$ cat src/logic/scu_defines.vh
`ifndef SCU_DEFINES_VH
`define SCU_DEFINES_VH

// clocking
`define SCU_MCLK_HZ          10000000
`define SCU_OSC_HZ           87800
`define SCU_CORE_SLOW_HZ     614000
`define SCU_CORE_FAST_HZ     2460000
`define SCU_BAUD_SLOW        2400
`define SCU_BAUD_FAST        9600
`define SCU_OVERSAMPLE       16

// divider reloads, derived from the rates above (rounded down)
`define SCU_TICK_DIV_SLOW    (`SCU_MCLK_HZ / (`SCU_BAUD_SLOW * `SCU_OVERSAMPLE))
`define SCU_TICK_DIV_FAST    (`SCU_MCLK_HZ / (`SCU_BAUD_FAST * `SCU_OVERSAMPLE))
`define SCU_CORE_HALF_SLOW   (`SCU_MCLK_HZ / (`SCU_CORE_SLOW_HZ * 2))
`define SCU_CORE_HALF_FAST   (`SCU_MCLK_HZ / (`SCU_CORE_FAST_HZ * 2))

// internal i/o ports
`define SCU_PORT_DATA        4'h1
`define SCU_PORT_CTRL        4'h2
`define SCU_CTRL_SPEED_BIT   0
`define SCU_CTRL_RESET       1'b0

// frame and sampling phases (0-based: phases 6, 7 and 8)
`define SCU_DATA_BITS        8
`define SCU_PHASE_VOTE_A     4'h6
`define SCU_PHASE_VOTE_B     4'h7
`define SCU_PHASE_VOTE_C     4'h8
`define SCU_PHASE_LAST       4'hf

// fifo
`define SCU_FIFO_DEPTH       32

`endif

$ cat src/logic/scu_line_sync.v
`timescale 1ns/1ps
`default_nettype none

module scu_line_sync (
  input  wire mclk,
  input  wire arst_n,
  input  wire lineIn,
  output reg  lineLevel_q
);

  reg s1_q;
  reg s2_q;
  reg s3_q;

  // level changes only once stages two and three agree
  always @(posedge mclk or negedge arst_n) begin
    if (!arst_n) begin
      s1_q        <= 1'b1;
      s2_q        <= 1'b1;
      s3_q        <= 1'b1;
      lineLevel_q <= 1'b1;
    end else begin
      s1_q <= lineIn;
      s2_q <= s1_q;
      s3_q <= s2_q;
      if (s2_q == s3_q) begin
        lineLevel_q <= s3_q;
      end
    end
  end

endmodule // scu_line_sync

`default_nettype wire

$ cat src/logic/scu_fifo.v
`timescale 1ns/1ps
`default_nettype none

module scu_fifo #(
  parameter WIDTH = 8,
  parameter DEPTH = 32,
  parameter AW    = 5
) (
  input  wire             mclk,
  input  wire             arst_n,
  input  wire             inValid,
  output reg              inReady_q,
  input  wire [WIDTH-1:0] inData,
  output reg              outValid_q,
  input  wire             outReady,
  output wire [WIDTH-1:0] outData
);

  reg [WIDTH-1:0] mem [0:DEPTH-1];
  reg [AW-1:0]    wrPtr_q;
  reg [AW-1:0]    rdPtr_q;
  reg [AW:0]      count_q;
  reg [AW:0]      count_d;
  wire            push;
  wire            pop;

  assign push    = inValid & inReady_q;
  assign pop     = outValid_q & outReady;
  assign outData = mem[rdPtr_q];

  always @* begin
    count_d = count_q;
    if (push && !pop) begin
      count_d = count_q + 1'b1;
    end else if (pop && !push) begin
      count_d = count_q - 1'b1;
    end
  end

  // flags kept registered so full and empty are exact each cycle
  always @(posedge mclk or negedge arst_n) begin
    if (!arst_n) begin
      wrPtr_q    <= {AW{1'b0}};
      rdPtr_q    <= {AW{1'b0}};
      count_q    <= {(AW+1){1'b0}};
      inReady_q  <= 1'b1;
      outValid_q <= 1'b0;
    end else begin
      count_q    <= count_d;
      inReady_q  <= (count_d != DEPTH[AW:0]);
      outValid_q <= (count_d != {(AW+1){1'b0}});
      if (push) begin
        wrPtr_q <= (wrPtr_q == DEPTH[AW-1:0] - 1'b1) ? {AW{1'b0}} : wrPtr_q + 1'b1;
      end
      if (pop) begin
        rdPtr_q <= (rdPtr_q == DEPTH[AW-1:0] - 1'b1) ? {AW{1'b0}} : rdPtr_q + 1'b1;
      end
    end
  end

  always @(posedge mclk) begin
    if (push) begin
      mem[wrPtr_q] <= inData;
    end
  end

endmodule // scu_fifo

`default_nettype wire

$ cat src/logic/scu_uart.v
`timescale 1ns/1ps
`default_nettype none
`include "scu_defines.vh"

module scu_uart #(
  parameter FIFO_DEPTH = `SCU_FIFO_DEPTH,
  parameter FIFO_AW    = 5
) (
  input  wire       mclk,
  input  wire       arst_n,
  input  wire       portWrEn,
  input  wire       portRdEn,
  input  wire [3:0] portAddr,
  input  wire [7:0] portWrData,
  output wire       txReady,
  output reg  [7:0] rxData_q,
  output reg        rxAvail_q,
  output reg        rxOverrun_q,
  output reg        rxFrameErr_q,
  output reg        txIrq_q,
  output reg        rxIrq_q,
  output reg        txBusy_q,
  output reg        speedSel_q,
  output reg        coreClk_q,
  input  wire       serialLineIn,
  output reg        serialLineOut_q,
  output reg        serialLineOe_q
);

  localparam TX_IDLE  = 2'b00;
  localparam TX_START = 2'b01;
  localparam TX_DATA  = 2'b10;
  localparam TX_STOP  = 2'b11;

  localparam RX_IDLE  = 2'b00;
  localparam RX_START = 2'b01;
  localparam RX_DATA  = 2'b10;
  localparam RX_STOP  = 2'b11;

  // rates worked out as integers, then cut to the counter widths on purpose
  localparam integer DIV_SLOW_I  = `SCU_TICK_DIV_SLOW;
  localparam integer DIV_FAST_I  = `SCU_TICK_DIV_FAST;
  localparam integer HALF_SLOW_I = `SCU_CORE_HALF_SLOW;
  localparam integer HALF_FAST_I = `SCU_CORE_HALF_FAST;
  localparam integer LAST_BIT_I  = `SCU_DATA_BITS - 1;

  localparam [8:0] DIV_SLOW  = DIV_SLOW_I[8:0];
  localparam [8:0] DIV_FAST  = DIV_FAST_I[8:0];
  localparam [4:0] HALF_SLOW = HALF_SLOW_I[4:0];
  localparam [4:0] HALF_FAST = HALF_FAST_I[4:0];
  localparam [2:0] LAST_BIT  = LAST_BIT_I[2:0];

  // ---------------------------------------------------------------- ports
  wire dataWr;
  wire ctrlWr;
  wire dataRd;

  assign dataWr = portWrEn & (portAddr == `SCU_PORT_DATA);
  assign ctrlWr = portWrEn & (portAddr == `SCU_PORT_CTRL);
  assign dataRd = portRdEn & (portAddr == `SCU_PORT_DATA);

  always @(posedge mclk or negedge arst_n) begin
    if (!arst_n) begin
      speedSel_q <= `SCU_CTRL_RESET;
    end else if (ctrlWr) begin
      speedSel_q <= portWrData[`SCU_CTRL_SPEED_BIT];
    end
  end

  // selected oversample divider, slow rate when the bit is clear
  wire [8:0] tickDiv;
  assign tickDiv = speedSel_q ? DIV_FAST : DIV_SLOW;

  // ------------------------------------------------------- core clock
  // stands in for the pll output; divided from mclk, not a real lock loop
  // a speed change mid half-period ends that half at the new count: early going fast, stretched going slow
  reg  [4:0] coreCnt_q;
  wire [4:0] coreHalf;
  assign coreHalf = speedSel_q ? HALF_FAST : HALF_SLOW;

  always @(posedge mclk or negedge arst_n) begin
    if (!arst_n) begin
      coreCnt_q <= 5'h00;
      coreClk_q <= 1'b0;
    end else if (coreCnt_q >= coreHalf - 5'h01) begin
      coreCnt_q <= 5'h00;
      coreClk_q <= ~coreClk_q;
    end else begin
      coreCnt_q <= coreCnt_q + 5'h01;
    end
  end

  // ------------------------------------------------------- transmit fifo
  wire       fifoValid;
  wire [7:0] fifoData;
  wire       txTake;

  scu_fifo #(
    .WIDTH (8),
    .DEPTH (FIFO_DEPTH),
    .AW    (FIFO_AW)
  ) u_txFifo (
    .mclk       (mclk),
    .arst_n     (arst_n),
    .inValid    (dataWr),
    .inReady_q  (txReady),
    .inData     (portWrData),
    .outValid_q (fifoValid),
    .outReady   (txTake),
    .outData    (fifoData)
  );

  // ------------------------------------------------------- transmitter
  reg [1:0] txState_q;
  reg [8:0] txDiv_q;
  reg [3:0] txPhase_q;
  reg [2:0] txBit_q;
  reg [7:0] txShift_q;
  wire      txTick;
  wire      txBitEnd;

  // queue empty and idle means a port write goes out right away
  assign txTake   = (txState_q == TX_IDLE);
  assign txTick   = (txDiv_q == 9'h000);
  assign txBitEnd = txTick & (txPhase_q == `SCU_PHASE_LAST);

  always @(posedge mclk or negedge arst_n) begin
    if (!arst_n) begin
      txState_q       <= TX_IDLE;
      txDiv_q         <= 9'h000;
      txPhase_q       <= 4'h0;
      txBit_q         <= 3'h0;
      txShift_q       <= 8'h00;
      txIrq_q         <= 1'b0;
      txBusy_q        <= 1'b0;
      serialLineOut_q <= 1'b1;
      serialLineOe_q  <= 1'b0;
    end else begin
      txIrq_q <= 1'b0;
      if (txState_q != TX_IDLE) begin
        txDiv_q <= txTick ? tickDiv - 9'h001 : txDiv_q - 9'h001;
        if (txTick) begin
          txPhase_q <= txPhase_q + 4'h1;
        end
      end
      case (txState_q)
        TX_IDLE: begin
          serialLineOut_q <= 1'b1;
          serialLineOe_q  <= 1'b0;
          txBusy_q        <= 1'b0;
          if (fifoValid) begin
            txShift_q       <= fifoData;
            txDiv_q         <= tickDiv - 9'h001;
            txPhase_q       <= 4'h0;
            txBit_q         <= 3'h0;
            serialLineOut_q <= 1'b0;
            serialLineOe_q  <= 1'b1;
            txBusy_q        <= 1'b1;
            txState_q       <= TX_START;
          end
        end
        TX_START: begin
          if (txBitEnd) begin
            serialLineOut_q <= txShift_q[0];
            txShift_q       <= {1'b0, txShift_q[7:1]};
            txState_q       <= TX_DATA;
          end
        end
        TX_DATA: begin
          if (txBitEnd) begin
            if (txBit_q == LAST_BIT) begin
              serialLineOut_q <= 1'b1;
              txIrq_q         <= 1'b1;
              txState_q       <= TX_STOP;
            end else begin
              serialLineOut_q <= txShift_q[0];
              txShift_q       <= {1'b0, txShift_q[7:1]};
              txBit_q         <= txBit_q + 3'h1;
            end
          end
        end
        TX_STOP: begin
          // line stays driven high for the full stop bit, then released
          if (txBitEnd) begin
            serialLineOe_q <= 1'b0;
            txState_q      <= TX_IDLE;
          end
        end
        default: begin
          txState_q <= TX_IDLE;
        end
      endcase
    end
  end

  // ------------------------------------------------------- receiver
  // own divider and state; start detection is masked while the transmitter drives the pin
  wire lineLevel;
  reg  linePrev_q;

  scu_line_sync u_lineSync (
    .mclk        (mclk),
    .arst_n      (arst_n),
    .lineIn      (serialLineIn),
    .lineLevel_q (lineLevel)
  );

  reg  [1:0] rxState_q;
  reg  [8:0] rxDiv_q;
  reg  [3:0] rxPhase_q;
  reg  [2:0] rxBit_q;
  reg  [7:0] rxShift_q;
  reg  [1:0] rxVote_q;
  wire       rxTick;
  wire       rxDecide;
  wire       rxMajority;
  wire       rxBitEnd;
  wire       rxFall;

  // own echo while driving is ignored: the pin is shared
  assign rxFall     = linePrev_q & ~lineLevel & ~serialLineOe_q;
  assign rxTick     = (rxDiv_q == 9'h000);
  assign rxDecide   = rxTick & (rxPhase_q == `SCU_PHASE_VOTE_C);
  assign rxBitEnd   = rxTick & (rxPhase_q == `SCU_PHASE_LAST);
  assign rxMajority = (rxVote_q[0] & rxVote_q[1]) | (rxVote_q[0] & lineLevel)
                    | (rxVote_q[1] & lineLevel);

  always @(posedge mclk or negedge arst_n) begin
    if (!arst_n) begin
      linePrev_q <= 1'b1;
    end else begin
      linePrev_q <= lineLevel;
    end
  end

  always @(posedge mclk or negedge arst_n) begin
    if (!arst_n) begin
      rxState_q    <= RX_IDLE;
      rxDiv_q      <= 9'h000;
      rxPhase_q    <= 4'h0;
      rxBit_q      <= 3'h0;
      rxShift_q    <= 8'h00;
      rxVote_q     <= 2'b00;
      rxData_q     <= 8'h00;
      rxAvail_q    <= 1'b0;
      rxOverrun_q  <= 1'b0;
      rxFrameErr_q <= 1'b0;
      rxIrq_q      <= 1'b0;
    end else begin
      rxIrq_q <= 1'b0;
      // a read empties the holding register; a landing byte below wins
      if (dataRd) begin
        rxAvail_q    <= 1'b0;
        rxOverrun_q  <= 1'b0;
        rxFrameErr_q <= 1'b0;
      end
      if (rxState_q != RX_IDLE) begin
        rxDiv_q <= rxTick ? tickDiv - 9'h001 : rxDiv_q - 9'h001;
        if (rxTick) begin
          rxPhase_q <= rxPhase_q + 4'h1;
          if (rxPhase_q == `SCU_PHASE_VOTE_A) begin
            rxVote_q[0] <= lineLevel;
          end
          if (rxPhase_q == `SCU_PHASE_VOTE_B) begin
            rxVote_q[1] <= lineLevel;
          end
        end
      end
      case (rxState_q)
        RX_IDLE: begin
          if (rxFall) begin
            rxDiv_q   <= tickDiv - 9'h001;
            rxPhase_q <= 4'h0;
            rxBit_q   <= 3'h0;
            rxState_q <= RX_START;
          end
        end
        RX_START: begin
          if (rxDecide && rxMajority) begin
            rxState_q <= RX_IDLE;
          end else if (rxBitEnd) begin
            rxState_q <= RX_DATA;
          end
        end
        RX_DATA: begin
          if (rxDecide) begin
            rxShift_q <= {rxMajority, rxShift_q[7:1]};
          end
          if (rxBitEnd) begin
            if (rxBit_q == LAST_BIT) begin
              rxState_q <= RX_STOP;
            end else begin
              rxBit_q <= rxBit_q + 3'h1;
            end
          end
        end
        RX_STOP: begin
          // finish at mid stop bit so a back-to-back start edge is seen
          if (rxDecide) begin
            rxState_q <= RX_IDLE;
            if (rxMajority) begin
              rxData_q    <= rxShift_q;
              rxAvail_q   <= 1'b1;
              rxOverrun_q <= rxAvail_q & ~dataRd;
              rxIrq_q     <= 1'b1;
            end else begin
              rxFrameErr_q <= 1'b1;
            end
          end
        end
        default: begin
          rxState_q <= RX_IDLE;
        end
      endcase
    end
  end

  // the two interrupt lines stay apart so the core can vector them
  // transmit and receive machines share the divider reload, and serialLineOe_q masks the receive start edge

endmodule // scu_uart

`default_nettype wire

$ cat config.mk
export PLATFORM = sky130hd
export DESIGN_NAME = scu_uart
export DESIGN_NICKNAME = d
export VERILOG_FILES = /design/src/logic/scu_line_sync.v /design/src/logic/scu_fifo.v /design/src/logic/scu_uart.v
export VERILOG_INCLUDE_DIRS = /design/src /design/src/logic
export SDC_FILE = /design/constraint.sdc
export NUM_CORES = 1
export LEC_CHECK = 0
export BUFFER_PORTS_ARGS = -buffer_cell sky130_fd_sc_hd__buf_2
export CAP_MARGIN = 10
export CELL_PAD_IN_SITES_DETAIL_PLACEMENT = 1
export CELL_PAD_IN_SITES_GLOBAL_PLACEMENT = 2
export CORE_MARGIN = 5
export CORE_UTILIZATION = 44
export CTS_BUF_LIST = sky130_fd_sc_hd__clkbuf_8
export CTS_CLUSTER_SIZE = 10
export DETAILED_ROUTE_END_ITERATION = 16
export PLACE_DENSITY = 0.82
export RECOVER_POWER = 50
export SYNTH_ARGS = -nofsm -noshare
export SYNTH_HDL_FRONTEND = slang
export SYNTH_HIERARCHICAL = 1
export SYNTH_SLANG_ARGS = --single-unit
export TNS_END_PERCENT = 50
$ cat constraint.sdc
create_clock -name mclk -period 2.8 [get_ports mclk]
set_input_delay 0 -clock mclk [delete_from_list [all_inputs] [get_ports mclk]]
set_output_delay 0 -clock mclk [all_outputs]
set_load 0.01 [all_outputs]
; Word level (Yosys, flattened, before mapping)
; Memories as Yosys holds them, arrays and structs flattened.
; Index checks and enable logic that the tools add are counted.
[op_classes]
addsub = 13
magnitude_cmp = 1
eq_ne = 31
n_mux = 77
bitwise_logic = 20
reduce_logical = 27
[ops]
columns = cell, n
row1 = two-way mux 9 bit, 9
row2 = two-way mux 4 bit, 9
row3 = two-way mux 8 bit, 4
row4 = "subtractor 9 x 1 -> 9 bit, second input constant", 3
row5 = two-way mux 1 bit, 26
row6 = case mux 8 bit (3 select lines), 1
row7 = two-way mux 2 bit, 11
row8 = "!= test 2 bit, second input constant", 10
row9 = logical NOT 9 bit, 2
row10 = two-way mux 3 bit, 6
row11 = case mux 2 bit (4 select lines), 2
row12 = "adder 5 x 1 -> 5 bit, second input constant", 3
row13 = two-way mux 5 bit, 3
row14 = AND reduction 5 bit, 3
row15 = AND 1 bit, 14
row16 = "== test 4 bit, second input constant", 3
row17 = two-way mux 6 bit, 2
row18 = case mux 3 bit (2 select lines), 2
row19 = AND reduction 3 bit, 4
row20 = "== test 5 bit, second input constant", 2
row21 = nonzero test 2 bit, 5
row22 = "adder 4 x 1 -> 4 bit, second input constant", 2
row23 = "== test 2 bit, second input constant", 4
row24 = "== test 4 x 3 -> 1 bit, second input constant", 2
row25 = 24 further kinds, 37
[totals]
register_bits = 100
ramBits = 256
inputBits = 17
wordCells = 204
memories = 1
[memory_table]
columns = name, depth, word_bits, read_ports, rd_ports_with_merged_regs, wr, line_no
row1 = u_txFifo.mem, 32, 8, 1, 0, 1, scu_fifo.v:19  ; reg [WIDTH-1:0] mem [0:DEPTH-1];

; Logic depth before layout (Yosys ltp)
[depth]
word_depth = 8
ltp_mapped = 8
mapped_depth_nobuf = 7

; By module
; Netlist, hierarchy kept.
[modules_own_cells]
columns = module, instances, cells_each, area_per_inst_um2
row1 = scu_fifo, 1, 522, 10898.0
row2 = scu_uart, 1, 375, 4060.1
row3 = scu_line_sync, 1, 5, 116.4

; Least setup slack after synthesis
; Ideal clock, no wire load.
[synth_timing]
path_kind = register -> register
from = register rxDiv_q[0]
to = register rxShift_q[0]
arrival_ns = 2.665
path_slack_ns = 0.010
stages_incl_launch_ff = 8
cell_sequence = dfrtp_1 > inv_1 > ha_1 > or4b_4 > or4b_4 > or4b_4 > buf_6 > mux2_4
[synth_between]
elab_chain_len = 3
[synth_lines]
columns = element, line_no
row1 = "start, declared", scu_uart.v:209  ; reg [8:0] rxDiv_q;
row2 = "start signal, assigned", scu_uart.v:258  ; rxDiv_q <= rxTick ? tickDiv - 9'h001 : rxDiv_q - 9'h001;
row3 = "start signal, assigned", scu_uart.v:272  ; rxDiv_q <= tickDiv - 9'h001;
row4 = logical NOT 9 bit, scu_uart.v:222  ; assign rxTick = (rxDiv_q == 9'h000);
row5 = AND 1 bit, scu_uart.v:223  ; assign rxDecide = rxTick & (rxPhase_q == `SCU_PHASE_VOTE_C);
row6 = AND reduction 2 bit (no line), --
row7 = "end signal, assigned", scu_uart.v:287  ; rxShift_q <= {rxMajority, rxShift_q[7:1]};
row8 = "end, declared", scu_uart.v:212  ; reg [7:0] rxShift_q;
; No other way between the ends.
; A chain may end at the register's enable or synchronous reset.

; Worst setup path in the final report
[layout_timing]
from = register u_txFifo.rdPtr_q[0]
to = register txShift_q[5]
[layout_between]
elab_chain_len = 3
[layout_lines]
columns = element, line_no
row1 = "start, declared", scu_fifo.v:21  ; reg [AW-1:0] rdPtr_q;
row2 = "start signal, assigned", scu_fifo.v:44  ; rdPtr_q <= {AW{1'b0}};
row3 = "start signal, assigned", scu_fifo.v:56  ; rdPtr_q <= (rdPtr_q == DEPTH[AW-1:0] - 1'b1) ? {AW{1'b0}} : rdPtr_q + 1'b1;
row4 = memory (32 x 8 bit), --
row5 = named net fifoData[5], scu_uart.v:95  ; wire [7:0] fifoData;
row6 = two-way mux 8 bit, scu_uart.v:151  ; if (fifoValid) begin
row7 = case mux 8 bit (3 select lines), scu_uart.v:146  ; case (txState_q)
row8 = "end signal, assigned", scu_uart.v:152  ; txShift_q <= fifoData;
row9 = "end signal, assigned", scu_uart.v:165  ; txShift_q <= {1'b0, txShift_q[7:1]};
row10 = "end signal, assigned", scu_uart.v:177  ; txShift_q <= {1'b0, txShift_q[7:1]};
row11 = "end, declared", scu_uart.v:118  ; reg [7:0] txShift_q;
; The timed path passes the listed nets, and every way through them passes these cells. The select of a mux whose other input is x is not followed.

==> qor.txt <==
Avg Cell Area, Syn: 16.71 um2
Largest family of logic cells by synthesized area: multiplexers
Initial antenna violation count: 0
DRT Pass-1 Iters: 4
Worst setup margin: 50.04 ps
Filler cells: 3231
Largest cells by area after synthesis: edfxtp_1 51%, dfrtp_1 15%, mux4_2 12%
Post-DP Area: 16110 um2
Total track usage: 0.1800
Multiplexer share of the synthesized area: 0.1612
Die Y-Extent: 195.1 um
Detail Route Antenna Nets: 0
Nets: 1079
Post-Synth Adder-Cell Area: 0.02299
CTS buffer count: 58
WP data arrival: 3250 ps
Int Power: 0.008245 W
Required time of the critical path: 3300 ps
Comb power frac: 0.054
Initial DRC Count: 552
Met2 WL: 16.72 mm
Gpl congestion: 0.7631
Initial Utilization: 0.4473
Via count: 8533
PortBufs: 35
Met1 WL: 14.98 mm
Routed WL per cell: 22.23 um
Cells after Synth: 902
Simple-gate area share of the yosys netlist: 0.07420
Maximum vdd ir drop: 0.4015 mV
Largest net degree at the start of global routing: 50
CTS tree: built
Post-Place Setup Slack: 5.804 ps
H-tree lvl count: 2
DRC: 0
Total power: 0.01085 W
Vias in the first global route: 9311
Area Growth Syn to Fin: 15.60%
Grt ovf: 0
Die width: 195.1 um
Worst-path clk slew: 60 ps
Power Dens Cells: 622.8 nW/um2
Drt via density: 5.563
Area of the die: 38060 um2
Crit-path max FO: 10
Post-synthesis xor/xnor area fraction: 0.009296
Clock sinks: 356
Hold Vio Cnt, Final: 0
Crit Path Class: reg -> reg
Main synth FF type: edfxtp_1
Net Sw Frac: 0.2402
RSZ-0062 raised after global routing: yes
Synth Area in Compound Gates: 0.03627
Maxcap violations: 3
Final setup violating endpoints: 0
Cells after DPL: 1402
Max transition margin: -0.1274
CORE AREA: 33700 um2
Status: finished, violations left
Slew Viols, Final: 100
First-pass GRT wire length: 54.28 mm
Total leakage power: 6.511 nW
WL final: 34.11 mm
Post-synth top area cell: edfxtp_1
Final Cell Area: 17430 um2
Placement Rows: 67
Fraction of layout cells with a size suffix above 1: 0.2818
Fmax: 0.3636 GHz
Bufs on Longest Clock Path: 3
Critical path endpoint category: register
ANT cells: 0
I/O pin count: 36
Post-DP HPWL: 22.09 mm
FFs w/ async S/R, synth: 0.2809
Leading cell type in the layout, fill and taps excluded: edfxtp_1
Final Critical Period: 2750 ps
Syn_nets: 945
Final Hold Slack: 229.0 ps
Non-filler instance count after layout: 1534
Min-Delay Path Class: in -> reg
Final period utilization: 0.9821
Startpoint Class: register
Seq cells post-synth: 356
Most frequent cells in the layout: 256 x edfxtp_1, 91 x dfrtp_1, 80 x mux4_2, 67 x nor2_1, 67 x clkbuf_8
Violated checks: max-capacitance violations, max-slew violations
YS warnings: 6
CTS Root Buffer Type: clkbuf_8
NetSw: 0.002607 W
Top sig layer: met4
Post-Syn Area: 15070 um2
Sequential element share of the synthesized area: 0.6765
Number of flops mapped to enable cells by yosys: 256
Worst-skew pair later-pin latency: 620 ps
Least-Margin Pin Slew: 1691 ps
Clk_skew: 35.42 ps
Reg power frac: 0.556
Post-synth top area share: 0.5100
Metal3 WL: 1.591 mm
Clock share of power: 0.390
Yosys cell types: 65
-- per-stage QoR --
stage                 util  setup TNS (ps)
floorplan                -               0
global placement    0.4780               0
detailed placement  0.4780               0
CTS                 0.5172               0
global route        0.5171          -45.69
finish              0.5171               0
-- layer usage --
layer | GRT usage | vias up
met5 | 0 | -
met1 | 0.2485 | 4479
met3 | 0.03222 | 58
met2 | 0.2954 | 188
met4 | 0.05405 | 0
li1 | - | 3808
-- state kept, by name, summed over array words and instances, names as in the netlist, 5 cells and up, named ones only --
name / flops
rxData_q: 8
rxDiv_q: 9
txDiv_q: 9
txShift_q: 8
u_txFifo/wrPtr_q: 5
u_txFifo/count_q: 6
u_txFifo/rdPtr_q: 5
coreCnt_q: 5
rxShift_q: 8
u_txFifo/mem: 256
-- final cells by class --
class | count | area, um2 | share of cell area
multi-input cells | 484 | 4584 | 0.2631
clock inverters | 43 | 190.2 | 0.01091
repair buffers | 113 | 878.3 | 0.05041
clock buffers | 67 | 922.1 | 0.05292
inverters | 23 | 86.33 | 0.004954
flip-flops and latches | 356 | 10200 | 0.5855
well taps | 448 | 560.5 | 0.03217
-- path summary, 6_finish.rpt --
| check | start | to | slack, ps | depth (start not counted) |
|---|---|---|---|---|
| setup / recovery | u_txFifo/rdPtr_q[0] | txShift_q[5] | 50 | 6 |
| hold / removal | portAddr[3] | u_txFifo/count_q[2] | 230 | 6 |
| setup reg to reg | u_txFifo/rdPtr_q[0] | txShift_q[5] | 50 | 6 |
| hold reg to reg | u_lineSync/s1_q | u_lineSync/s2_q | 360 | 0 |
| max in group asynchronous | arst_n | rxVote_q[0] | 960 | 4 |
| min in group asynchronous | arst_n | serialLineOut_q | 620 | 3 |
-- worst max-delay path, stage by stage, from the launching register on --
cell and delay [ps]:
dfrtp_4 520, buf_6 220, mux4_2 520, mux4_2 520
mux2_2 300, mux2_2 270, mux2_2 260
-- logic make-up after synthesis --
| kind of cell | count (synthesis) |
|---|---|
| AND/OR/NAND/NOR | 221 |
| adder cells (fa/ha/maj) | 28 |
| AO/OA/AOI/OAI | 84 |
| flip-flops | 356 |
| XOR/XNOR | 16 |
| multiplexers | 134 |
| other | 1 |
| buffers and inverters | 62 |
-- Yosys cell counts (8+ instances only) --
library cell / n
o21ai_0: 30
ha_1: 26
a21oi_1: 11
inv_1: 23
dfrtp_1: 93
nand4_1: 8
clkbuf_1: 26
nand3_1: 16
edfxtp_1: 256
nand2_1: 54
mux2i_1: 8
mux2_2: 38
nor3_1: 14
a31oi_1: 8
nor2_1: 67
xor2_1: 9
nor4_1: 9
mux4_2: 80
mux2_4: 8
-- power by group through the flow --
stage	combinational, W	clock [W]	sequential, W
4_1_cts	0.000607	0.00437	0.00603
6_report	0.000587	0.00424	0.00603
2_1_floorplan	0.000388	0	0.00605
3_3_place_gp	0.000554	0	0.00612
3_5_place_dp	0.000580	0	0.00613
5_1_grt	0.000687	0.00467	0.00606
-- what timing repair did --
action / CTS / global route
endpoints found under the setup margin: 0 / 11
resized for setup: 0 / 3
buffers inserted: 0 / 2
hold buffers: 19 / 0
hold endpoints to repair: 355 / 0
(Power assumes the default switching activity.)
